`src/rtl/ams_pkg.sv`:
```
// Package: shared constants and carrier types of the converter mode sequencer
package ams_pkg;

    // ==========================================================
    // Mode encodings (upper bit, two-bit field)
    localparam logic [1:0] MODE_ONE_SHOT     = 2'h0;
    localparam logic [1:0] MODE_REPEAT       = 2'h1;
    localparam logic [1:0] MODE_SINGLE_SWEEP = 2'h2;
    localparam logic [1:0] MODE_REPEAT_SWEEP = 2'h3;

    // ==========================================================
    // Widths and reset values
    localparam int          RESULT_W      = 10;
    localparam int          NUM_RESULTS   = 8;
    localparam logic [9:0]  RESULT_RESET  = 10'h000;

    // ==========================================================
    // Timing in converter clock (phi) cycles and source clock cycles
    localparam int EXEC_CYCLES_PLAIN  = 40;
    localparam int EXEC_CYCLES_ASSIST = 42;
    localparam int GAP_CYCLES         = 1;
    localparam int END_SRC_CYCLES     = 2;
    localparam int START_SRC_EXTRA    = 1;

    // ==========================================================
    // Open-circuit assist encodings
    localparam logic [1:0] ASSIST_NONE      = 2'h0;
    localparam logic [1:0] ASSIST_PRECHARGE = 2'h1;
    localparam logic [1:0] ASSIST_DISCHARGE = 2'h2;

    // Control bits gathered as one carrier
    typedef struct packed {
        logic       mode_upper_bit;
        logic [1:0] mode_field;
        logic [2:0] channel_field;
        logic [1:0] group_select;
        logic [1:0] sweep_group;
        logic [1:0] extension_pin;
        logic       trigger_select_bit;
        logic       standby_release_bit;
        logic [1:0] open_circuit_assist;
        logic [3:0] clock_select;
    } ams_ctrl_t;

    // Request to the analog core
    typedef struct packed {
        logic       start;
        logic [1:0] group;
        logic [2:0] pin;
        logic [1:0] extension;
        logic [1:0] assist;
    } ams_conv_req_t;

endpackage

```
`src/rtl/ams_clk_div.sv`:
```
// Converter clock tick generator from the selected source clock
`timescale 1ns/10ps
module ams_clk_div (
    input  wire logic       i_mclk,
    input  wire logic       i_reset_n,
    input  wire logic       i_src_tick,
    input  wire logic [2:0] i_div_sel,
    output logic            o_phi_tick
);
    logic [3:0] cnt_ff;
    logic [3:0] div_m1;

    // Divider per select: /4,/2,/1,-,/12,/6,/3,-
    always_comb begin
        case (i_div_sel)
            3'h0:    div_m1 = 4'h3;
            3'h1:    div_m1 = 4'h1;
            3'h2:    div_m1 = 4'h0;
            3'h4:    div_m1 = 4'hB;
            3'h5:    div_m1 = 4'h5;
            3'h6:    div_m1 = 4'h2;
            default: div_m1 = 4'h0;
        endcase
    end

    always_ff @(posedge i_mclk) begin
        if (!i_reset_n) begin
            cnt_ff     <= 4'h0;
            o_phi_tick <= 1'b0;
        end else begin
            o_phi_tick <= 1'b0;
            if (i_src_tick) begin
                if (cnt_ff >= div_m1) begin
                    cnt_ff     <= 4'h0;
                    o_phi_tick <= 1'b1;
                end else begin
                    cnt_ff <= cnt_ff + 4'h1;
                end
            end
        end
    end
endmodule

```
`src/rtl/ams_sequencer.sv`:
```
// Converter mode sequencer: start, trigger, pin walk, result placement, completion
`timescale 1ns/10ps
module ams_sequencer #(
    parameter int EXEC_PLAIN  = ams_pkg::EXEC_CYCLES_PLAIN,
    parameter int EXEC_ASSIST = ams_pkg::EXEC_CYCLES_ASSIST
) (
    input  wire logic                              i_mclk,
    input  wire logic                              i_reset_n,
    input  wire ams_pkg::ams_ctrl_t                i_ctrl,
    input  wire logic                              i_start_wr,
    input  wire logic                              i_start_wdata,
    input  wire logic                              i_oco40m_tick,
    input  wire logic                              i_external_trigger_pin,
    input  wire logic [ams_pkg::RESULT_W-1:0]      i_conv_data,
    input  wire logic                              i_irq_clear,
    output logic                                   o_conversion_start_bit,
    output logic                                   o_busy,
    output logic                                   o_irq_request,
    output ams_pkg::ams_conv_req_t                 o_conv_req,
    output logic [ams_pkg::NUM_RESULTS*ams_pkg::RESULT_W-1:0] o_result_registers,
    output logic [7:0]                             o_result_valid
);
    // ==========================================================
    // State machine
    typedef enum logic [2:0] {
        ST_IDLE  = 3'b000,
        ST_ARMED = 3'b001,
        ST_START = 3'b010,
        ST_EXEC  = 3'b011,
        ST_GAP   = 3'b100,
        ST_END   = 3'b101
    } ams_state_t;

    ams_state_t  state_ff;
    logic        req_ff;
    logic        start_bit_ff;
    logic [5:0]  cnt_ff;
    logic [2:0]  pin_ff;
    logic        phi_tick;
    logic        src_tick;
    logic        trig_fall;
    logic        sweep_mode;
    logic        repeat_mode;
    logic [2:0]  last_pin;
    logic [5:0]  exec_len;
    logic [5:0]  start_len;
    logic [2:0]  dest_reg;
    logic        stop_req;

    // ==========================================================
    // Clocking and trigger
    assign src_tick = i_ctrl.clock_select[3] ? i_oco40m_tick : 1'b1;

    ams_clk_div u_div (
        .i_mclk     (i_mclk),
        .i_reset_n  (i_reset_n),
        .i_src_tick (src_tick),
        .i_div_sel  (i_ctrl.clock_select[2:0]),
        .o_phi_tick (phi_tick)
    );

    ams_trig_sync u_trig (
        .i_mclk    (i_mclk),
        .i_reset_n (i_reset_n),
        .i_pin     (i_external_trigger_pin),
        .o_fall    (trig_fall)
    );

    // ==========================================================
    // Mode decode
    assign sweep_mode  = i_ctrl.mode_field[1];
    assign repeat_mode = i_ctrl.mode_field[0];
    assign last_pin    = {i_ctrl.sweep_group, 1'b1};
    assign exec_len    = (i_ctrl.open_circuit_assist != ams_pkg::ASSIST_NONE)
                       ? 6'(EXEC_ASSIST) : 6'(EXEC_PLAIN);
    assign start_len   = 6'(ams_pkg::START_SRC_EXTRA + 1);
    assign stop_req    = i_start_wr && !i_start_wdata;

    // Destination register for the pin under conversion
    function automatic logic [2:0] dest_of(input logic sweep, input logic [1:0] ext,
                                           input logic [2:0] ch, input logic [2:0] pin);
        if (sweep)
            dest_of = pin;
        else if (ext == 2'h1)
            dest_of = 3'h0;
        else if (ext == 2'h2)
            dest_of = 3'h1;
        else
            dest_of = ch;
    endfunction

    assign dest_reg = dest_of(sweep_mode, i_ctrl.extension_pin, i_ctrl.channel_field, pin_ff);

    // ==========================================================
    // Sequencing
    always_ff @(posedge i_mclk) begin
        if (!i_reset_n) begin
            state_ff <= ST_IDLE;
            cnt_ff   <= 6'h00;
            pin_ff   <= 3'h0;
            req_ff   <= 1'b0;
        end else if (stop_req || !i_ctrl.standby_release_bit) begin
            state_ff <= ST_IDLE;
            cnt_ff   <= 6'h00;
            req_ff   <= 1'b0;
        end else begin
            case (state_ff)
                ST_IDLE: begin
                    pin_ff <= 3'h0;
                    cnt_ff <= 6'h00;
                    if (i_start_wr && i_start_wdata)
                        state_ff <= i_ctrl.trigger_select_bit ? ST_ARMED : ST_START;
                end
                ST_ARMED: begin
                    if (trig_fall)
                        state_ff <= ST_START;
                end
                ST_START: begin
                    // Start processing delay in source clock cycles
                    if (src_tick) begin
                        if (cnt_ff + 6'h01 >= start_len) begin
                            state_ff <= ST_EXEC;
                            cnt_ff   <= 6'h00;
                        end else begin
                            cnt_ff <= cnt_ff + 6'h01;
                        end
                    end
                end
                ST_EXEC: begin
                    req_ff <= 1'b1;
                    if (phi_tick) begin
                        if (cnt_ff + 6'h01 >= exec_len) begin
                            cnt_ff <= 6'h00;
                            req_ff <= 1'b0;
                            if ((sweep_mode && pin_ff != last_pin) || repeat_mode)
                                state_ff <= ST_GAP;
                            else
                                state_ff <= ST_END;
                        end else begin
                            cnt_ff <= cnt_ff + 6'h01;
                        end
                    end
                end
                ST_GAP: begin
                    if (phi_tick) begin
                        state_ff <= ST_EXEC;
                        if (!sweep_mode || pin_ff == last_pin)
                            pin_ff <= 3'h0;
                        else
                            pin_ff <= pin_ff + 3'h1;
                    end
                end
                ST_END: begin
                    if (src_tick) begin
                        if (cnt_ff + 6'h01 >= 6'(ams_pkg::END_SRC_CYCLES))
                            state_ff <= ST_IDLE;
                        else
                            cnt_ff <= cnt_ff + 6'h01;
                    end
                end
                default: state_ff <= ST_IDLE;
            endcase
        end
    end

    // ==========================================================
    // Start bit as read back
    always_ff @(posedge i_mclk) begin
        if (!i_reset_n) begin
            start_bit_ff <= 1'b0;
        end else if (stop_req || !i_ctrl.standby_release_bit) begin
            start_bit_ff <= 1'b0;
        end else if (state_ff == ST_START && src_tick && cnt_ff + 6'h01 >= start_len) begin
            start_bit_ff <= 1'b1;
        end else if (state_ff == ST_ARMED) begin
            start_bit_ff <= 1'b1;
        end else if (state_ff == ST_END && src_tick
                     && cnt_ff + 6'h01 >= 6'(ams_pkg::END_SRC_CYCLES)
                     && !i_ctrl.trigger_select_bit) begin
            start_bit_ff <= 1'b0;
        end
    end

    // ==========================================================
    // Completion request, set wins over clear
    always_ff @(posedge i_mclk) begin
        if (!i_reset_n) begin
            o_irq_request <= 1'b0;
        end else if (state_ff == ST_END && src_tick
                     && cnt_ff + 6'h01 >= 6'(ams_pkg::END_SRC_CYCLES)
                     && !repeat_mode && !stop_req) begin
            o_irq_request <= 1'b1;
        end else if (i_irq_clear) begin
            o_irq_request <= 1'b0;
        end
    end

    // ==========================================================
    // Result registers
    genvar gi;
    generate
        for (gi = 0; gi < ams_pkg::NUM_RESULTS; gi++) begin : g_res
            always_ff @(posedge i_mclk) begin
                if (!i_reset_n) begin
                    o_result_registers[gi*ams_pkg::RESULT_W +: ams_pkg::RESULT_W] <= ams_pkg::RESULT_RESET;
                    o_result_valid[gi] <= 1'b0;
                end else if (state_ff == ST_EXEC && phi_tick && cnt_ff + 6'h01 >= exec_len
                             && !stop_req && dest_reg == 3'(gi)) begin
                    o_result_registers[gi*ams_pkg::RESULT_W +: ams_pkg::RESULT_W] <= i_conv_data;
                    o_result_valid[gi] <= 1'b1;
                end
            end
        end
    endgenerate

    // ==========================================================
    // Analog core request and status
    always_ff @(posedge i_mclk) begin
        if (!i_reset_n) begin
            o_conv_req             <= '0;
            o_busy                 <= 1'b0;
            o_conversion_start_bit <= 1'b0;
        end else begin
            o_conv_req.start     <= req_ff;
            o_conv_req.group     <= i_ctrl.group_select;
            o_conv_req.pin       <= sweep_mode ? pin_ff : i_ctrl.channel_field;
            o_conv_req.extension <= sweep_mode ? 2'h0 : i_ctrl.extension_pin;
            o_conv_req.assist    <= i_ctrl.open_circuit_assist;
            o_busy               <= (state_ff != ST_IDLE) && (state_ff != ST_ARMED);
            o_conversion_start_bit <= start_bit_ff;
        end
    end
endmodule

```
`src/rtl/ams_trig_sync.sv`:
```
// Three-stage synchroniser with falling-edge detect for the trigger pin
`timescale 1ns/10ps
module ams_trig_sync (
    input  wire logic i_mclk,
    input  wire logic i_reset_n,
    input  wire logic i_pin,
    output logic      o_fall
);
    logic [2:0] sync_ff;
    logic       level_ff;

    // Stage 0 feeds stage 1 only; a change counts once stages 1 and 2 agree
    always_ff @(posedge i_mclk) begin
        if (!i_reset_n) begin
            sync_ff  <= 3'h7;
            level_ff <= 1'b1;
            o_fall   <= 1'b0;
        end else begin
            sync_ff <= {sync_ff[1:0], i_pin};
            o_fall  <= 1'b0;
            if (sync_ff[1] == sync_ff[2] && sync_ff[2] != level_ff) begin
                level_ff <= sync_ff[2];
                o_fall   <= ~sync_ff[2];
            end
        end
    end
endmodule

```
`config.mk`:
```
export PLATFORM = sky130hd
export DESIGN_NAME = ams_sequencer
export DESIGN_NICKNAME = d
export VERILOG_FILES = /design/src/rtl/ams_pkg.sv /design/src/rtl/ams_clk_div.sv /design/src/rtl/ams_sequencer.sv /design/src/rtl/ams_trig_sync.sv
export SDC_FILE = /design/constraint.sdc
export NUM_CORES = 1
export LEC_CHECK = 0
export ABC_AREA = 1
export BUFFER_PORTS_ARGS = -buffer_cell sky130_fd_sc_hd__buf_2
export CAP_MARGIN = 10
export CORE_UTILIZATION = 47
export CTS_BUF_LIST = sky130_fd_sc_hd__clkbuf_16
export CTS_CLUSTER_DIAMETER = 50
export CTS_CLUSTER_SIZE = 16
export DETAILED_ROUTE_END_ITERATION = 7
export PLACE_DENSITY = 0.76
export SLEW_MARGIN = 20
export SYNTH_ARGS = -nofsm -noshare
export SYNTH_HDL_FRONTEND = slang
export SYNTH_SLANG_ARGS = --single-unit
```
`constraint.sdc`:
```
create_clock -name i_mclk -period 2.1 [get_ports i_mclk]
set_input_delay 0.315 -clock i_mclk [delete_from_list [all_inputs] [get_ports i_mclk]]
set_output_delay 0.315 -clock i_mclk [all_outputs]
set_load 0.05 [all_outputs]
```
# Word level (Yosys, flattened, before mapping)
# Index checks and enable logic that the tools add are counted.
# op_classes
addsub	3
n_mul	0
n_div	0
n_lt_le_gt_ge	3
eq_ne	33
shift	0
mux	38
bitwise_logic	3
n_reduce_logical	48
# op_table
op	n
$mux 3	15
$mux 6	6
$eq 3x3->1 const B	9
$pmux 6 s4	1
$logic_and 1x1->1	23
$pmux 4 s5	1
$pmux 3 s6	1
$eq 3x2->1 const B	4
$ne 2x2->1 const B	6
$mux 1	10
$eq 3x1->1 const B	3
$logic_not 3->1	3
$reduce_and 9->1	1
$ne 2x1->1 const B	4
$add 6x1->6 const B	1
$ge 6x2->1 const B	1
$ge 6x6->1	1
$logic_not 1->1	6
$pmux 3 s2	1
$reduce_bool 2->1	3
$reduce_bool 3->1	2
$reduce_and 5->1	1
$add 4x1->4 const B	1
$ge 4x4->1	1
16 further kinds	23
# totals
regBits	125
latchBits	0
mem_bits_rw	0
rom_bits	0
input_bits	37
word_cells	162
n_memories	0

# Logic depth before layout (Yosys ltp)
# logic_depth
word_depth	7
ltp_mapped	14
mapped_depth_nobuf	14

# Cells and area by module
# A second synthesis with hierarchy kept.
# hier_totals
cells_unflattened	787
hier_area_um2	5475.3
# by_module_without_submodules
module	instances	cells_per_inst	area_each_um2	seq_area_each_um2
ams_sequencer	1	730	4972.3	2302.2
ams_clk_div	1	41	349.1	100.1
ams_trig_sync	1	16	153.9	100.1

# Worst setup path after synthesis
# No wires, ideal clock.
# synth_timing
path_kind	reg2reg
from	reg cnt_ff[1]
to	reg o_result_registers[0] (netlist bit)
setup_time_ns	0.116
arrival_ns	1.915
path_slack_ns	0.069
stages_incl_launch_ff	14
path_buffers	1
synth_period_minus_slack_ns	2.031
path_cell_list	dfxtp_1 inv_1 ha_1 ha_1 a21boi_0 nand2_1 nand2_1 nand2_1 nand3_1 nor2_4 nand2_1 clkbuf_2 o21ai_0 nor2_1
# synth_between
elab_chain_cells	5
# synth_rtl
element	line_no	rtl
start, declared	ams_sequencer.sv:37	logic [5:0] cnt_ff;
start signal, assigned	ams_sequencer.sv:125	cnt_ff <= cnt_ff + 6'h01;
start signal, assigned	ams_sequencer.sv:140	cnt_ff <= cnt_ff + 6'h01;
start signal, assigned	ams_sequencer.sv:158	cnt_ff <= cnt_ff + 6'h01;
$add 6x1->6	ams_sequencer.sv:207	end else if (state_ff == ST_EXEC && phi_tick && cnt_ff + 6'h01 >= exec_len
$ge 6x6->1	ams_sequencer.sv:207	
$logic_and 1x1->1	ams_sequencer.sv:207	
$logic_and 1x1->1 (2 in a row)	ams_sequencer.sv:208	&& !stop_req && dest_reg == 3'(gi)) begin
end signal, assigned by index	ams_sequencer.sv:205	o_result_registers[gi*ams_pkg::RESULT_W +: ams_pkg::RESULT_W] <= ams_pkg::RESULT_RESET;
end signal, assigned by index	ams_sequencer.sv:209	o_result_registers[gi*ams_pkg::RESULT_W +: ams_pkg::RESULT_W] <= i_conv_data;
end, declared	ams_sequencer.sv:20	output logic [ams_pkg::NUM_RESULTS*ams_pkg::RESULT_W-1:0] o_result_registers,
# No other way between the ends.
# A chain may end at the register's enable or synchronous reset.

# Final worst setup path
# layout_timing
from	reg cnt_ff[1]
to	reg o_result_registers[65] (netlist bit)
# Same word-level chain as after synthesis.

==> results by group <==
Placement
  – Dpl hpwl: 9040 um
  – GPL Wtd Cong: 0.855
  – Place WS: -0.210 ns
  – I/O Buffers: 136

Layout
  – Nets: 912
  – Layout cells sized above 1: about 28%
  – FILL cells: a little over 900
  – ANT cells: 0
  – Fin util: approximately 65%
  – FF+latch area: 0.00250 sq mm
  – P&R area growth vs syn: 33.5%
  – Multi-input gate area: between 0.002 and 0.0025 sq mm

Yosys
  – Post-synthesis sequential area ratio: around 49%
  – Synth top area share: between 40% and 50%
  – Distinct cells, synth: 25
  – Yosys reg bits: 125
  – Post-Syn Nets: 753
  – Synth Instances: 707
  – Synth top area cells: dfxtp_1, nor2_1, nand2_1
  – Yosys warns: 0
  – Cell Area, Synth: 0.00508 sq mm
  – Leading area contributor after synthesis: dfxtp_1
  – Synth Area per Inst: 7.19 sq um

Drt
  – DRT Wirelength: 13100 um
  – Final ANT Viol Nets: 0
  – Post-DR vias/cell: 4.88
  – First drt pass iteration count: 5
  – Total number of vias: 4954
  – DR DRC count: 0
  – Wire length per cell: 12.9 um
  – DRT iter0 DRCs: around 250

Clock tree
  – Worst skew pair latency: 0.41 ns
  – CTS hold repair buffers: 0
  – Clk slew on worst S/H paths: 0.06 ns
  – CTS tree: done
  – H-tree levels: 4
  – Sink Count: approximately 130
  – Bufs on Longest Clock Path: 2
  – Root buf cell: clkbuf_16
  – CTS buffer count: 17

STA
  – Max Slew Vio Count: 0
  – Setup WS post-layout: slightly below 0.1 ns
  – RSZ-0062 raised after global routing: true
  – Final setup viols: 0
  – Fmax: 0.499 GHz
  – Final period util: 95.4%
  – Max_slew headroom: 48.1%
  – Final hold vios: 0
  – Period minus WS final: ~2 ns
  – Tightest Pin Transition: just under 0.8 ns
  – Clock skew: 0.0145 ns
  – Setup_tns: 0 ns

GRT
  – Initial antenna violation count: 0
  – M2 GR Usage: 38.2%
  – Grt met3 use: 5.95%
  – Vias in the first global route: 4408
  – Largest net degree at the start of global routing: 91
  – Grt ovf: 0
  – First-pass GRT wire length: about 21000 um
  – GRT busiest layer: met2
  – Tot GR Track Use: 23.9%
  – Met1 Track Usage GR: 31.3%

Power
  – Combinational power share: 8.2%
  – Sw Share: 26.1%
  – P_leak: 0.00329 uW
  – Total power: between 5000 and 6000 uW
  – Psw: 1490 uW
  – Clk pwr share: between 40% and 50%
  – PD cells: 842 mW/mm^2
  – Internal power: approximately 4200 uW
  – Part of the power in registers: approximately 42%
  – Max VDD drop: 760 uV

Status
  – Status: completed

Worst setup path
  – Crit-path max FO: 8
  – CP Capture Type: flip-flop
  – CP max-delay cell: dfxtp_2
  – FF-to-FF Start: cnt_ff[1]$_SDFFE_PP0P_
  – Reg-to-reg endpoint: o_result_registers[65]$_SDFFE_PN0P_
  – WP data arrival: 2.30 ns
  – CP cell instances: inv_2, ha_4, ha_4, a21boi_2, nand2_1, nand2_1, nand2_2, nand3_4, nor2_4, buf_12, nand2_2, buf_6, o21ai_1, nor2_1
  – Slowest stage delay, CP: between 0.3 and 0.4 ns
  – Worst setup startpoint: cnt_ff[1]$_SDFFE_PP0P_
  – CP Class: flip-flop to flip-flop
  – CP bufs+invs: 3
  – Worst path top cell family by delay: simple AND/OR/NAND/NOR gates
  – Crit path launch type: flip-flop
  – Worst reg2reg setup slack: ~0.1 ns
  – Critical path depth: 14
  – Worst R2R Path Depth: 14
  – Critical path required time: approximately 2.4 ns
  – Setup crit end: o_result_registers[65]$_SDFFE_PN0P_

Floorplanning
  – Core Region: 0.0104 sq mm
  – Die area: about 0.011 sq mm
  – Die Wd: 106 um
  – Core Rows: 37
  – Initial core utilization: 48.8%
  – Ports: 138
  – Die H: around 110 um

Hold path
  – WHS Path Cells: 2
  – Worst min-delay path category: primary input to flip-flop

Flow run
  – Max-Cap Viols: 0
[sequential cells by signal (all words and copies together) (netlist names), 3 cells and up]
| name | flops |
|---|---|
| cnt_ff | 6 |
| o_conv_req | 10 |
| o_result_registers | 80 |
| o_result_valid | 8 |
| pin_ff | 3 |
| state_ff | 3 |
| u_div.cnt_ff | 4 |
| u_trig.sync_ff | 3 |
[cells in the final DEF, fill, tap and decap left out, types with 2 or more instances in the layout]
| master | n |
|---|---|
| ha_4 | 3 |
| clkinv_4 | 3 |
| nand2_1 | 103 |
| inv_2 | 7 |
| nand2_2 | 9 |
| nor2_2 | 13 |
| inv_1 | 50 |
| inv_8 | 2 |
| o21ai_0 | 12 |
| ha_1 | 6 |
| nor2_4 | 2 |
| buf_2 | 136 |
| buf_6 | 6 |
| nand3_1 | 22 |
| xor2_1 | 2 |
| or2_2 | 4 |
| buf_4 | 23 |
| buf_12 | 4 |
| o21ai_2 | 6 |
| clkinv_1 | 2 |
| a211oi_1 | 3 |
| nand4_1 | 7 |
| clkbuf_16 | 17 |
| o21ai_1 | 64 |
| inv_6 | 6 |
| o211ai_1 | 2 |
| dfxtp_1 | 123 |
| nor2_1 | 210 |
| nor3_1 | 3 |
| clkinvlp_4 | 2 |
| a21oi_1 | 16 |
| dfxtp_2 | 2 |
[area by class of cell]
| cell class | count | area share [%] |
|---|---|---|
| flip-flops and latches | 125 | 36.9 |
| multi-input cells | 494 | 34.1 |
| repair buffers | 169 | 14.7 |
| clock buffers | 17 | 6.26 |
| inverters | 59 | 3.30 |
| well taps | 136 | 2.51 |
| clock inverters | 15 | 2.21 |
[stage by stage]
stage / instance area [sq um] / hold WS, ns / std cells
after detailed placement: 6030 / 0.399 / 982
after global routing: 6790 / 0.0798 / 1015
after global placement: 6030 / 0.397 / 982
final: 6790 / 0.0890 / 1015
after floorplan: 5080 / 0.393 / 707
after CTS: 6680 / 0.0773 / 1015
[power groups by stage]
stage	sequential (uW)	clock (uW)	combinational, uW
floorplan	2510	0	251
global route	2430	2990	529
detailed placement	2480	0	434
finish	2420	2830	467
CTS	2420	2870	444
global placement	2470	0	430
[per-layer routing]
layer | up-vias | part of all wire [%]
li1 | 2557 | -
met1 | 2222 | 46
met2 | 160 | 47
met3 | 15 | 6.0
met4 | 0 | 1.6
met5 | - | 0
[worst min-delay path by stage]
stage	start	to	slack, ns
global route	i_external_trigger_pin	u_trig.sync_ff[0]$_SDFF_PN1_	0.08
global placement	u_trig.sync_ff[0]$_SDFF_PN1_	u_trig.sync_ff[1]$_SDFF_PN1_	0.40
floorplan	u_trig.sync_ff[0]$_SDFF_PN1_	u_trig.sync_ff[1]$_SDFF_PN1_	0.39
CTS	i_external_trigger_pin	u_trig.sync_ff[0]$_SDFF_PN1_	0.08
detailed placement	u_trig.sync_ff[0]$_SDFF_PN1_	u_trig.sync_ff[1]$_SDFF_PN1_	0.40
finish	i_external_trigger_pin	u_trig.sync_ff[0]$_SDFF_PN1_	0.09
[cells in the mapped netlist, drive strengths merged]
cell type / count
a211oi: 3
a21boi: 2
a21oi: 16
a31oi: 1
buf: 11
clkbuf: 18
clkinv: 1
dfxtp: 125
ha: 9
inv: 58
nand2: 113
nand3: 23
nand4: 7
nor2: 225
nor3: 3
o211ai: 2
o21a: 1
o21ai: 82
o22ai: 1
or2: 4
xor2: 2
[what timing repair did]
item | 4_1_cts | 5_1_grt
setup buffers | 1 | 1
gates resized for setup | 39 | 86
endpoints found under the setup margin | 88 | 97
pin swaps | 8 | 2
[kinds of logic after synthesis]
logic type | Yosys count | synth area share (%)
AOI/OAI and AO/OA | 108 | 11.1
xor gates and xnor gates | 2 | 0.345
adders and majority gates | 9 | 2.21
buffers and inverters | 88 | 8.00
DFF | 125 | 49.2
and+or+nand+nor | 375 | 29.2
Power figures use the tool's default switching activity.
